<file path="config.mk">
export PLATFORM = sky130hd
export DESIGN_NAME = cfg_readback_host
export DESIGN_NICKNAME = d
export VERILOG_FILES = /design/src/rtl/cfg_readback_host.v /design/src/rtl/cfg_clk_gen.v
export VERILOG_INCLUDE_DIRS = /design/src /design/src/include
export SDC_FILE = /design/constraint.sdc
export NUM_CORES = 1
export LEC_CHECK = 0
export BUFFER_PORTS_ARGS = -buffer_cell sky130_fd_sc_hd__buf_2
export CAP_MARGIN = 20
export CORE_MARGIN = 10
export CORE_UTILIZATION = 52
export CTS_CLUSTER_DIAMETER = 60
export DETAILED_ROUTE_END_ITERATION = 10
export GPL_TIMING_DRIVEN = 0
export PLACE_DENSITY = 0.77
export SYNTH_ARGS = -nofsm -noshare
export SYNTH_HDL_FRONTEND = slang
export SYNTH_SLANG_ARGS = --single-unit
export TNS_END_PERCENT = 20
</file>
<file path="constraint.sdc">
create_clock -name i_sys_clk -period 2.48 [get_ports i_sys_clk]
set_input_delay 0.248 -clock i_sys_clk [delete_from_list [all_inputs] [get_ports i_sys_clk]]
set_output_delay 0.248 -clock i_sys_clk [all_outputs]
set_load 0.02 [all_outputs]
</file>
<file path="src/include/cfg_readback_consts.vh">
// Constants for the configuration-memory readback controller
`ifndef CFG_READBACK_CONSTS_VH
`define CFG_READBACK_CONSTS_VH

// Words sent on the configuration port
`define W_SYNC 32'hAA99_5566
`define W_HDR_CMD 32'h3000_8001
`define W_HDR_FRAME_ADDR 32'h3000_2001
`define W_HDR_FRAME_OUT 32'h2800_6000
`define W_TYPE2_READ 32'h4800_0000
`define W_NO_OPERATION 32'h2000_0000
`define CMD_SHUTDOWN 32'h0000_000B
`define CMD_CRC_RESET 32'h0000_0007
`define CMD_READ_CONFIG 32'h0000_0004
`define CMD_STARTUP 32'h0000_0005
`define CMD_DESYNC 32'h0000_000D

// Type 2 word-count field width
`define TYPE2_CNT_W 27

// Sequence positions
`define SEQ_FIRST 5'h00
`define SEQ_HALT_SKIP_FROM 5'h00
`define SEQ_HALT_SKIP_TO 5'h03
`define SEQ_WAIT_SKIP_FROM 5'h04
`define SEQ_WAIT_SKIP_TO 5'h09
`define SEQ_READ_AT 5'h10
`define SEQ_POST 5'h11
`define SEQ_POST_ACTIVE 5'h13
`define SEQ_LAST 5'h18

// Config clock half period in system clocks (320 ns period at 25 MHz)
`define CFG_HALF 4'h4
`define CFG_HALF_W 4

// Register offsets (byte addresses)
`define A_CTRL 8'h00
`define A_FRAME_ADDR 8'h04
`define A_READ_LEN 8'h08
`define A_STATUS 8'h0C
`define A_DATA 8'h10
`define A_COUNT 8'h14

// Control and status bits
`define CTRL_GO 0
`define CTRL_ACTIVE 1
`define ST_BUSY 0
`define ST_DONE 1
`define ST_DATA_VALID 2
`define ST_DONE_LOW_SEEN 3

// Reset values and bus answers
`define RST_WORD 32'h0000_0000
`define RST_LEN 27'h000_0000
`define RESP_OKAY 2'h0
`define RESP_SLVERR 2'h2

`endif

</file>
<file path="src/rtl/cfg_readback_host.v">
// Host controller running the configuration-memory readback sequence
//
// How it works
// - Sync word opens every sequence
// - Command write: header then command code
// - Shutdown mode: halt, then CRC reset
// - Four no-op words after CRC reset
// - Write start frame address, one word
// - Then write read-configuration command
// - Type 1 zero-count read, then Type 2
// - Length is words per frame times frames+1
// - Two no-op pads before reading
// - Read exactly requested words; first frame pad
// - Then startup, CRC reset, desync commands
// - End with 64 no-op bits, clock until done
// - One packet per step, except sync, read
// - Active mode drops halt, wait, startup
// - Active mode avoids memory-holding frames
// - Frame address auto-increments per frame read
// - Switch port to read, then back to write
// - Port must persist, readback unsecured
`include "cfg_readback_consts.vh"

module cfg_readback_host (
	// System clock and reset
	input wire i_sys_clk,
	input wire i_srst,
	// AXI4-Lite write address
	input wire i_awvalid,
	output wire o_awready,
	input wire [7:0] i_awaddr,
	input wire [2:0] i_awprot,
	// AXI4-Lite write data
	input wire i_wvalid,
	output wire o_wready,
	input wire [31:0] i_wdata,
	input wire [3:0] i_wstrb,
	// AXI4-Lite write response
	output wire o_bvalid,
	input wire i_bready,
	output wire [1:0] o_bresp,
	// AXI4-Lite read address
	input wire i_arvalid,
	output wire o_arready,
	input wire [7:0] i_araddr,
	input wire [2:0] i_arprot,
	// AXI4-Lite read data
	output wire o_rvalid,
	input wire i_rready,
	output wire [31:0] o_rdata,
	output wire [1:0] o_rresp,
	// Configuration port pins
	output wire o_config_clock,
	output wire o_cs_n,
	output wire o_rdwr_n,
	output wire [31:0] o_cfg_data,
	output wire o_cfg_data_oe,
	input wire [31:0] i_cfg_data,
	input wire i_done
);

	// Sequencer states
	localparam ST_IDLE = 3'h0;
	localparam ST_SEND = 3'h1;
	localparam ST_TURN_RD = 3'h2;
	localparam ST_READ = 3'h3;
	localparam ST_TURN_WR = 3'h4;
	localparam ST_WAIT_DONE = 3'h5;

	////////////////////////////////////////////////////////////////////////
	// Declarations
	reg [2:0] state_r; // Sequencer state
	reg [4:0] idx_r; // Position in the word sequence
	reg active_r; // Readback while design runs
	reg [31:0] frame_addr_r; // Starting frame address
	reg [`TYPE2_CNT_W-1:0] len_r; // Words to read
	reg [`TYPE2_CNT_W-1:0] cnt_r; // Words read so far
	reg [31:0] data_r; // Last word read back
	reg data_valid_r; // Word waiting for software
	reg done_low_seen_r; // Done seen low during this run
	reg done_s1_r; // Done synchroniser stages
	reg done_s2_r;
	reg done_s3_r;
	reg done_r; // Filtered done level
	reg cs_n_r; // Pin registers
	reg rdwr_n_r;
	reg oe_r;
	reg [31:0] dout_r;
	reg cs_n_nxt; // Pin next values
	reg rdwr_n_nxt;
	reg oe_nxt;
	reg [31:0] dout_nxt;
	reg aw_full_r; // Write address held
	reg [7:0] aw_addr_r;
	reg w_full_r; // Write data held
	reg [31:0] w_data_r;
	reg [3:0] w_strb_r;
	reg bvalid_r; // Write response pending
	reg [1:0] bresp_r;
	reg rvalid_r; // Read response pending
	reg [31:0] rdata_r;
	reg [1:0] rresp_r;
	wire cfg_clk; // Generated configuration clock
	wire rise; // Edge strobes of that clock
	wire fall;
	wire run; // Clock may advance
	wire do_write; // Register write happens now
	wire do_read; // Register read taken now
	wire go; // Start request accepted
	wire last_word; // Final read word being taken

	////////////////////////////////////////////////////////////////////////
	// Sequence helpers

	// Word sent at each sequence position
	function [31:0] seq_word;
		input [4:0] idx;
		input [31:0] faddr;
		input [`TYPE2_CNT_W-1:0] len;
		begin
			case (idx)
				5'h00: seq_word = `W_SYNC;
				5'h01: seq_word = `W_HDR_CMD;
				5'h02: seq_word = `CMD_SHUTDOWN;
				5'h03: seq_word = `W_HDR_CMD;
				5'h04: seq_word = `CMD_CRC_RESET;
				5'h09: seq_word = `W_HDR_FRAME_ADDR;
				5'h0A: seq_word = faddr;
				5'h0B: seq_word = `W_HDR_CMD;
				5'h0C: seq_word = `CMD_READ_CONFIG;
				5'h0D: seq_word = `W_HDR_FRAME_OUT;
				5'h0E: seq_word = `W_TYPE2_READ | {5'h00, len};
				5'h11: seq_word = `W_HDR_CMD;
				5'h12: seq_word = `CMD_STARTUP;
				5'h13: seq_word = `W_HDR_CMD;
				5'h14: seq_word = `CMD_CRC_RESET;
				5'h15: seq_word = `W_HDR_CMD;
				5'h16: seq_word = `CMD_DESYNC;
				// Waits, read pads and final flush
				default: seq_word = `W_NO_OPERATION;
			endcase
		end
	endfunction

	// Next position; active mode skips the halt and its wait
	function [4:0] seq_next;
		input [4:0] idx;
		input active;
		begin
			if (active && idx == `SEQ_HALT_SKIP_FROM)
				seq_next = `SEQ_HALT_SKIP_TO;
			else if (active && idx == `SEQ_WAIT_SKIP_FROM)
				seq_next = `SEQ_WAIT_SKIP_TO;
			else
				seq_next = idx + 5'h01;
		end
	endfunction

	////////////////////////////////////////////////////////////////////////
	// Clock generation; stalls in ST_READ while a read word waits for software
	assign run = (state_r != ST_IDLE) && !(state_r == ST_READ && data_valid_r);

	cfg_clk_gen u_clk (
		.i_sys_clk(i_sys_clk),
		.i_srst(i_srst),
		.i_run(run),
		.o_cfg_clk(cfg_clk),
		.o_rise(rise),
		.o_fall(fall)
	);

	////////////////////////////////////////////////////////////////////////
	// Done input: three stages, accept when last two agree
	always @(posedge i_sys_clk) begin
		if (i_srst) begin
			done_s1_r <= 1'b0;
			done_s2_r <= 1'b0;
			done_s3_r <= 1'b0;
			done_r <= 1'b0;
		end else begin
			done_s1_r <= i_done;
			done_s2_r <= done_s1_r;
			done_s3_r <= done_s2_r;
			if (done_s2_r == done_s3_r) begin
				done_r <= done_s3_r;
			end
		end
	end

	////////////////////////////////////////////////////////////////////////
	// Sequencer: advances on each rising config clock edge
	assign go = do_write && (aw_addr_r == `A_CTRL) && w_strb_r[0] &&
		w_data_r[`CTRL_GO] && (state_r == ST_IDLE);
	assign last_word = (cnt_r + 27'h000_0001 == len_r);

	always @(posedge i_sys_clk) begin
		if (i_srst) begin
			state_r <= ST_IDLE;
			idx_r <= `SEQ_FIRST;
			cnt_r <= `RST_LEN;
			data_r <= `RST_WORD;
			data_valid_r <= 1'b0;
			done_low_seen_r <= 1'b0;
		end else begin
			// Done low confirms the shutdown took effect
			if (state_r != ST_IDLE && !done_r) begin
				done_low_seen_r <= 1'b1;
			end
			// Software read of the data word frees it
			if (do_read && i_araddr == `A_DATA) begin
				data_valid_r <= 1'b0;
			end
			case (state_r)
				ST_IDLE: begin
					if (go) begin
						state_r <= ST_SEND;
						idx_r <= `SEQ_FIRST;
						cnt_r <= `RST_LEN;
						done_low_seen_r <= 1'b0;
					end
				end
				ST_SEND: begin
					// One word taken per rising edge
					if (rise) begin
						if (idx_r == `SEQ_READ_AT) begin
							state_r <= ST_TURN_RD;
						end else if (idx_r == `SEQ_LAST) begin
							state_r <= ST_WAIT_DONE;
						end else begin
							idx_r <= seq_next(idx_r, active_r);
						end
					end
				end
				ST_TURN_RD: begin
					// Deselected edge while the bus turns round
					if (rise) begin
						state_r <= (len_r == `RST_LEN) ? ST_TURN_WR : ST_READ;
					end
				end
				ST_READ: begin
					// Take exactly the requested words, pad frame included
					if (rise) begin
						data_r <= i_cfg_data;
						data_valid_r <= 1'b1;
						cnt_r <= cnt_r + 27'h000_0001;
						if (last_word) begin
							state_r <= ST_TURN_WR;
						end
					end
				end
				ST_TURN_WR: begin
					// Back to write control; active mode skips startup
					if (rise) begin
						state_r <= ST_SEND;
						idx_r <= active_r ? `SEQ_POST_ACTIVE : `SEQ_POST;
					end
				end
				ST_WAIT_DONE: begin
					// Keep clocking until the device reports done
					if (rise && done_r) begin
						state_r <= ST_IDLE;
					end
				end
				default: begin
					state_r <= ST_IDLE;
				end
			endcase
		end
	end

	////////////////////////////////////////////////////////////////////////
	// Pin values for the current state
	always @* begin
		cs_n_nxt = 1'b1;
		rdwr_n_nxt = 1'b0;
		oe_nxt = 1'b0;
		dout_nxt = `RST_WORD;
		case (state_r)
			ST_SEND: begin
				cs_n_nxt = 1'b0;
				oe_nxt = 1'b1;
				dout_nxt = seq_word(idx_r, frame_addr_r, len_r);
			end
			ST_TURN_RD: begin
				rdwr_n_nxt = 1'b1;
			end
			ST_READ: begin
				cs_n_nxt = 1'b0;
				rdwr_n_nxt = 1'b1;
			end
			default: begin
				cs_n_nxt = 1'b1;
			end
		endcase
	end

	// Pins change only while the config clock is low
	always @(posedge i_sys_clk) begin
		if (i_srst) begin
			cs_n_r <= 1'b1;
			rdwr_n_r <= 1'b0;
			oe_r <= 1'b0;
			dout_r <= `RST_WORD;
		end else if (!cfg_clk || fall) begin
			cs_n_r <= cs_n_nxt;
			rdwr_n_r <= rdwr_n_nxt;
			oe_r <= oe_nxt;
			dout_r <= dout_nxt;
		end
	end

	assign o_config_clock = cfg_clk;
	assign o_cs_n = cs_n_r;
	assign o_rdwr_n = rdwr_n_r;
	assign o_cfg_data = dout_r;
	assign o_cfg_data_oe = oe_r;

	////////////////////////////////////////////////////////////////////////
	// AXI4-Lite write path: address and data taken in either order
	assign o_awready = !aw_full_r && !bvalid_r;
	assign o_wready = !w_full_r && !bvalid_r;
	assign do_write = aw_full_r && w_full_r && !bvalid_r;
	assign o_bvalid = bvalid_r;
	assign o_bresp = bresp_r;

	always @(posedge i_sys_clk) begin
		if (i_srst) begin
			aw_full_r <= 1'b0;
			aw_addr_r <= 8'h00;
			w_full_r <= 1'b0;
			w_data_r <= `RST_WORD;
			w_strb_r <= 4'h0;
			bvalid_r <= 1'b0;
			bresp_r <= `RESP_OKAY;
			active_r <= 1'b0;
			frame_addr_r <= `RST_WORD;
			len_r <= `RST_LEN;
		end else begin
			// Hold each half until both are present
			if (i_awvalid && o_awready) begin
				aw_full_r <= 1'b1;
				aw_addr_r <= i_awaddr;
			end
			if (i_wvalid && o_wready) begin
				w_full_r <= 1'b1;
				w_data_r <= i_wdata;
				w_strb_r <= i_wstrb;
			end
			if (do_write) begin
				aw_full_r <= 1'b0;
				w_full_r <= 1'b0;
				bvalid_r <= 1'b1;
				bresp_r <= `RESP_OKAY;
				case (aw_addr_r)
					`A_CTRL: begin
						// Mode is frozen while a sequence runs
						if (w_strb_r[0] && state_r == ST_IDLE) begin
							active_r <= w_data_r[`CTRL_ACTIVE];
						end
					end
					`A_FRAME_ADDR: begin
						if (state_r == ST_IDLE) begin
							frame_addr_r <= w_data_r;
						end
					end
					`A_READ_LEN: begin
						if (state_r == ST_IDLE) begin
							len_r <= w_data_r[`TYPE2_CNT_W-1:0];
						end
					end
					`A_STATUS, `A_DATA, `A_COUNT: begin
						bresp_r <= `RESP_OKAY;
					end
					default: begin
						bresp_r <= `RESP_SLVERR;
					end
				endcase
			end else if (bvalid_r && i_bready) begin
				bvalid_r <= 1'b0;
			end
		end
	end

	////////////////////////////////////////////////////////////////////////
	// AXI4-Lite read path: one cycle after the address is taken
	assign o_arready = !rvalid_r;
	assign do_read = i_arvalid && o_arready;
	assign o_rvalid = rvalid_r;
	assign o_rdata = rdata_r;
	assign o_rresp = rresp_r;

	always @(posedge i_sys_clk) begin
		if (i_srst) begin
			rvalid_r <= 1'b0;
			rdata_r <= `RST_WORD;
			rresp_r <= `RESP_OKAY;
		end else if (do_read) begin
			rvalid_r <= 1'b1;
			rresp_r <= `RESP_OKAY;
			rdata_r <= `RST_WORD;
			case (i_araddr)
				`A_CTRL: rdata_r[`CTRL_ACTIVE] <= active_r;
				`A_FRAME_ADDR: rdata_r <= frame_addr_r;
				`A_READ_LEN: rdata_r <= {5'h00, len_r};
				`A_STATUS: begin
					rdata_r[`ST_BUSY] <= (state_r != ST_IDLE);
					rdata_r[`ST_DONE] <= done_r;
					rdata_r[`ST_DATA_VALID] <= data_valid_r;
					rdata_r[`ST_DONE_LOW_SEEN] <= done_low_seen_r;
				end
				`A_DATA: rdata_r <= data_r;
				`A_COUNT: rdata_r <= {5'h00, cnt_r};
				default: rresp_r <= `RESP_SLVERR;
			endcase
		end else if (rvalid_r && i_rready) begin
			rvalid_r <= 1'b0;
		end
	end

endmodule // cfg_readback_host

</file>
<file path="src/rtl/cfg_clk_gen.v">
// Configuration clock divider with edge strobes for the controller
`include "cfg_readback_consts.vh"

module cfg_clk_gen (
	// System clock and reset
	input wire i_sys_clk,
	input wire i_srst,
	// Run request; clock parks low when dropped
	input wire i_run,
	// Generated clock and edge strobes
	output wire o_cfg_clk,
	output wire o_rise,
	output wire o_fall
);

	reg [`CFG_HALF_W-1:0] cnt_r; // Cycles spent in current phase
	reg clk_r; // Clock level driven out
	wire half_done; // Phase has lasted its full half period

	assign half_done = (cnt_r == `CFG_HALF - 4'h1);
	// Rise only on request; fall always completes a high phase
	assign o_rise = half_done && !clk_r && i_run;
	assign o_fall = half_done && clk_r;
	assign o_cfg_clk = clk_r;

	////////////////////////////////////////////////////////////////////////
	// Phase counter and clock level
	always @(posedge i_sys_clk) begin
		if (i_srst) begin
			cnt_r <= {`CFG_HALF_W{1'b0}};
			clk_r <= 1'b0;
		end else if (o_rise || o_fall) begin
			// Edge taken, new phase starts
			cnt_r <= {`CFG_HALF_W{1'b0}};
			clk_r <= !clk_r;
		end else if (!clk_r && !i_run) begin
			// Parked low, full low phase before next rise
			cnt_r <= {`CFG_HALF_W{1'b0}};
		end else if (!half_done) begin
			cnt_r <= cnt_r + 4'h1;
		end
	end

endmodule // cfg_clk_gen

</file>
==> flow_metrics.py <==
metrics = {
    "clock_network": {
        "cts_root_buffer": "clkbuf_16",
        "cts_max_level": 1,
        "cts_tree": "yes",
        "clockBufferDepth": 3,
        "clkLatencyLatePin_ns": 0.58,
        "cts_inserted_buffers": 28,
        "clkTransAtPathRegs_ns": 0.06,
        "cts.sinks": 252,
    },
    "logic_synthesis": {
        "yosysSeqAreaShare_pct": 42.6,
        "synth-seq-cells": 252,
        "netlist_instances": 1524,
        "synthArstFlopShare_pct": 0,
        "synth.avg_cell_area_sq_um": 7.76,
        "yosysUniqueCellTypes": 80,
        "synth_most_common_cell": "nand2_1",
        "yosysWarnings": 0,
        "syn-cell-area_sq_um": 11800,
        "synth_ff_type": "dfxtp_1",
        "synth_edf_count": 0,
        "synth_top_area_share_pct": 42.6,
        "synth_top_cell_by_area": "dfxtp_1",
        "netlist_top_cells_area": "dfxtp_1 43%, nand2_1 11%, a21oi_1 8.9%",
        "synthTopCellsByCount": "333 x nand2_1, 252 x dfxtp_1, 210 x a21oi_1",
    },
    "critical_path": {
        "criticalPathCategory": "flip-flop to flip-flop",
        "crit_path_start_kind": "flip-flop",
        "cp_top_family": "simple AND/OR/NAND/NOR gates",
        "cp.buffers_inverters": 1,
        "worstPathRequired_ns": 2.90,
        "crit_slowest_cell": "nor4_4",
        "end_kind": "flip-flop",
        "crit_fanout": 8,
        "critical_path_arrival_ns": 2.96,
        "crit_chain": "buf_6 > nand4_4 > nor2_4 > nand4_1 > mux2_4 > o211ai_1 > nand4b_1 > nor4_4 > o21ai_1",
        "max_stage_delay_ns": 0.40,
    },
    "timing": {
        "drv_slew": 0,
        "rsz0062_at_grt": "true",
        "period_share_pct": 102,
        "fin_setup_tns_ns": -0.119,
        "finalCriticalPeriod_ns": 2.54,
        "final.setup_skew_ns": 0.0464,
        "slew-limit-headroom_pct": 37.3,
        "setup_ws_ns": -0.0618,
        "final-setup-viol-count": 2,
        "worstMarginPinSlew_ns": 0.940,
        "hold_violations": 0,
        "fmax_ghz": 0.393,
    },
    "pwr": {
        "swShare_pct": 27.5,
        "total_power_mw": 10.1,
        "p_switching_mw": 2.78,
        "comb_power_share_pct": 14.0,
        "p_int_mw": 7.36,
        "vdd_drop_max_mv": 0.579,
        "seqPwrFrac_pct": 42.9,
        "leakage_nw": 5.80,
        "pwr-share-clk_pct": 43.1,
        "pwr_density_cell_nw_per_um2": 660,
    },
    "global_routing": {
        "grt_pass1_wl_mm": 68.8,
        "grt_pass1_vias": 12100,
        "grt_util_all_layers_pct": 30.1,
        "antenna_found_initial": 1,
        "grt_overflow": 0,
        "grt_max_degree": 17,
    },
    "placed_design": {
        "dpl_worst_slack_ns": -0.899,
        "hpwl_mm": 33.2,
        "numPortBuffers": 160,
        "place_congestion": 0.998,
        "place_area_sq_um": 13000,
    },
    "floorplanning": {
        "die-area_sq_um": 29200,
        "coreArea_sq_um": 22500,
        "initial_core_util_pct": 52.6,
        "die_width_microns": 171,
        "rows": 55,
        "die_h_microns": 171,
        "io_pins": 175,
    },
    "detailed_routing": {
        "wl_mm": 46.2,
        "ant_nets": 0,
        "drc": 0,
        "drt_iter0_markers": 1523,
        "vias": 12800,
        "drt-pass1-iter-count": 6,
        "via_per_inst": 6.04,
        "wl_per_cell_microns": 21.8,
    },
    "cells_and_area": {
        "utilization_pct": 68.2,
        "drive_gt1_share_pct": 19.9,
        "nets": 1916,
        "synthToLayoutAreaGrowth_pct": 29.8,
        "design_area_sq_um": 15400,
    },
    "run": {
        "maxCapViolCount": 0,
    },
    "outcome": {
        "status": "finished with violations",
        "failed_checks": "setup timing",
    },
    "hold_path": {
        "hold_class": "input port to flip-flop",
    },
}
kinds of logic (layout without fill, tap and decap cells):
group	after synthesis	count (layout)	synth area share [%]
flip-flops	252	252	42.6
adder cells (fa/ha/maj)	6	6	0.635
AND/OR/NAND/NOR	630	630	24.1
other	1	3	0.0317
XOR/XNOR	39	39	2.89
buffers and inverters	134	441	5.16
AO/OA/AOI/OAI	449	449	23.2
multiplexers	13	13	1.30
power by group through the flow:
stage	registers, mW	logic (mW)	clock network [mW]
after floorplan	4.47	0.726	0
after global placement	4.40	1.22	0
after detailed placement	4.41	1.24	0
after CTS	4.34	1.35	4.37
after global routing	4.37	1.53	4.53
final	4.35	1.42	4.37
final timing paths:
path | start | end | slack (ns) | cells after the start
worst max-delay path | cnt_r[10] | state_r[0] | -0.06 | 9
worst min-delay path | i_cfg_data[30] | data_r[30] | 0.01 | 3
worst max register to register | cnt_r[10] | state_r[0] | -0.06 | 9
worst min register to register | done_s1_r | done_s2_r | 0.44 | 1
cell usage in the layout, fill, tap and decap left out, types with 8 or more instances in the layout:
| cell | netlist | final |
|---|---|---|
| nand2_1 | 333 | 331 |
| dfxtp_1 | 252 | 237 |
| a21oi_1 | 210 | 208 |
| buf_2 | 14 | 165 |
| nor2_1 | 121 | 113 |
| a22oi_1 | 96 | 95 |
| clkbuf_1 | 92 | 77 |
| dlygate4sd3_1 | 0 | 76 |
| o21ai_0 | 61 | 54 |
| buf_4 | 3 | 33 |
| nor3_1 | 31 | 28 |
| clkbuf_16 | 0 | 28 |
| xnor2_1 | 27 | 25 |
| nand3_1 | 25 | 24 |
| a21o_1 | 19 | 19 |
| dfxtp_2 | 0 | 14 |
| and3_1 | 13 | 13 |
| a2bb2oi_1 | 13 | 13 |
| nand4_1 | 12 | 12 |
| xor2_1 | 12 | 12 |
| buf_6 | 6 | 11 |
| or3_1 | 11 | 11 |
| inv_1 | 11 | 10 |
| nand3b_1 | 10 | 10 |
| clkbuf_2 | 3 | 10 |
| clkbuf_8 | 3 | 9 |
| nor2b_1 | 10 | 9 |
| a221oi_1 | 9 | 9 |
| mux2_2 | 9 | 8 |
| nor4_1 | 14 | 8 |
metrics by stage:
stage	cells	hold WS (ns)
final	2118	0.0115
after global routing	2118	0.0158
after CTS	2107	0.00394
after detailed placement	1971	0.430
after global placement	1970	0.424
after floorplan	1525	0.347
worst min-delay path, stage by stage:
cell and delay (ns):
buf_2 0.10, nand2_1 0.08, a21oi_1 0.07
what timing repair did:
item | in CTS | in global routing
resized for setup | 75 | 61
setup endpoints to repair | 145 | 141
pin swaps | 19 | 13
buffers inserted | 16 | 10
endpoints found under the hold margin | 74 | 1
hold buffers | 75 | 1
metal layers:
metal | routed length, microns | share of wire, % | global-route usage, %
met3 | 4680 | 10 | 5.53
met2 | 21300 | 46 | 48.8
met4 | 1850 | 4.0 | 12.0
met1 | 18300 | 40 | 38.7
met5 | 0 | 0 | 0
flip-flops by register name, indices dropped and copies added (netlist names), 3 cells and up:
| name | count |
|---|---|
| data_r | 32 |
| o_rdata | 32 |
| w_data_r | 32 |
| cnt_r | 27 |
| o_cfg_data | 32 |
| aw_addr_r | 8 |
| frame_addr_r | 32 |
| len_r | 27 |
| idx_r | 5 |
| u_clk.cnt_r | 4 |
| state_r | 3 |
final cells by class:
type                            count  area, sq um
Sequential cell                   252         5070
Multi-Input combinational cell   1139         6510
Timing Repair Buffer              263         1760
Clock buffer                       38          798
Inverter                           11         41.3
Tap cell                          285          357
Clock inverter                     12          183
Fill cell                        1850         7150
Buffer                            117          631
Antenna cell                        1         2.50
(Power assumes the default switching activity.)
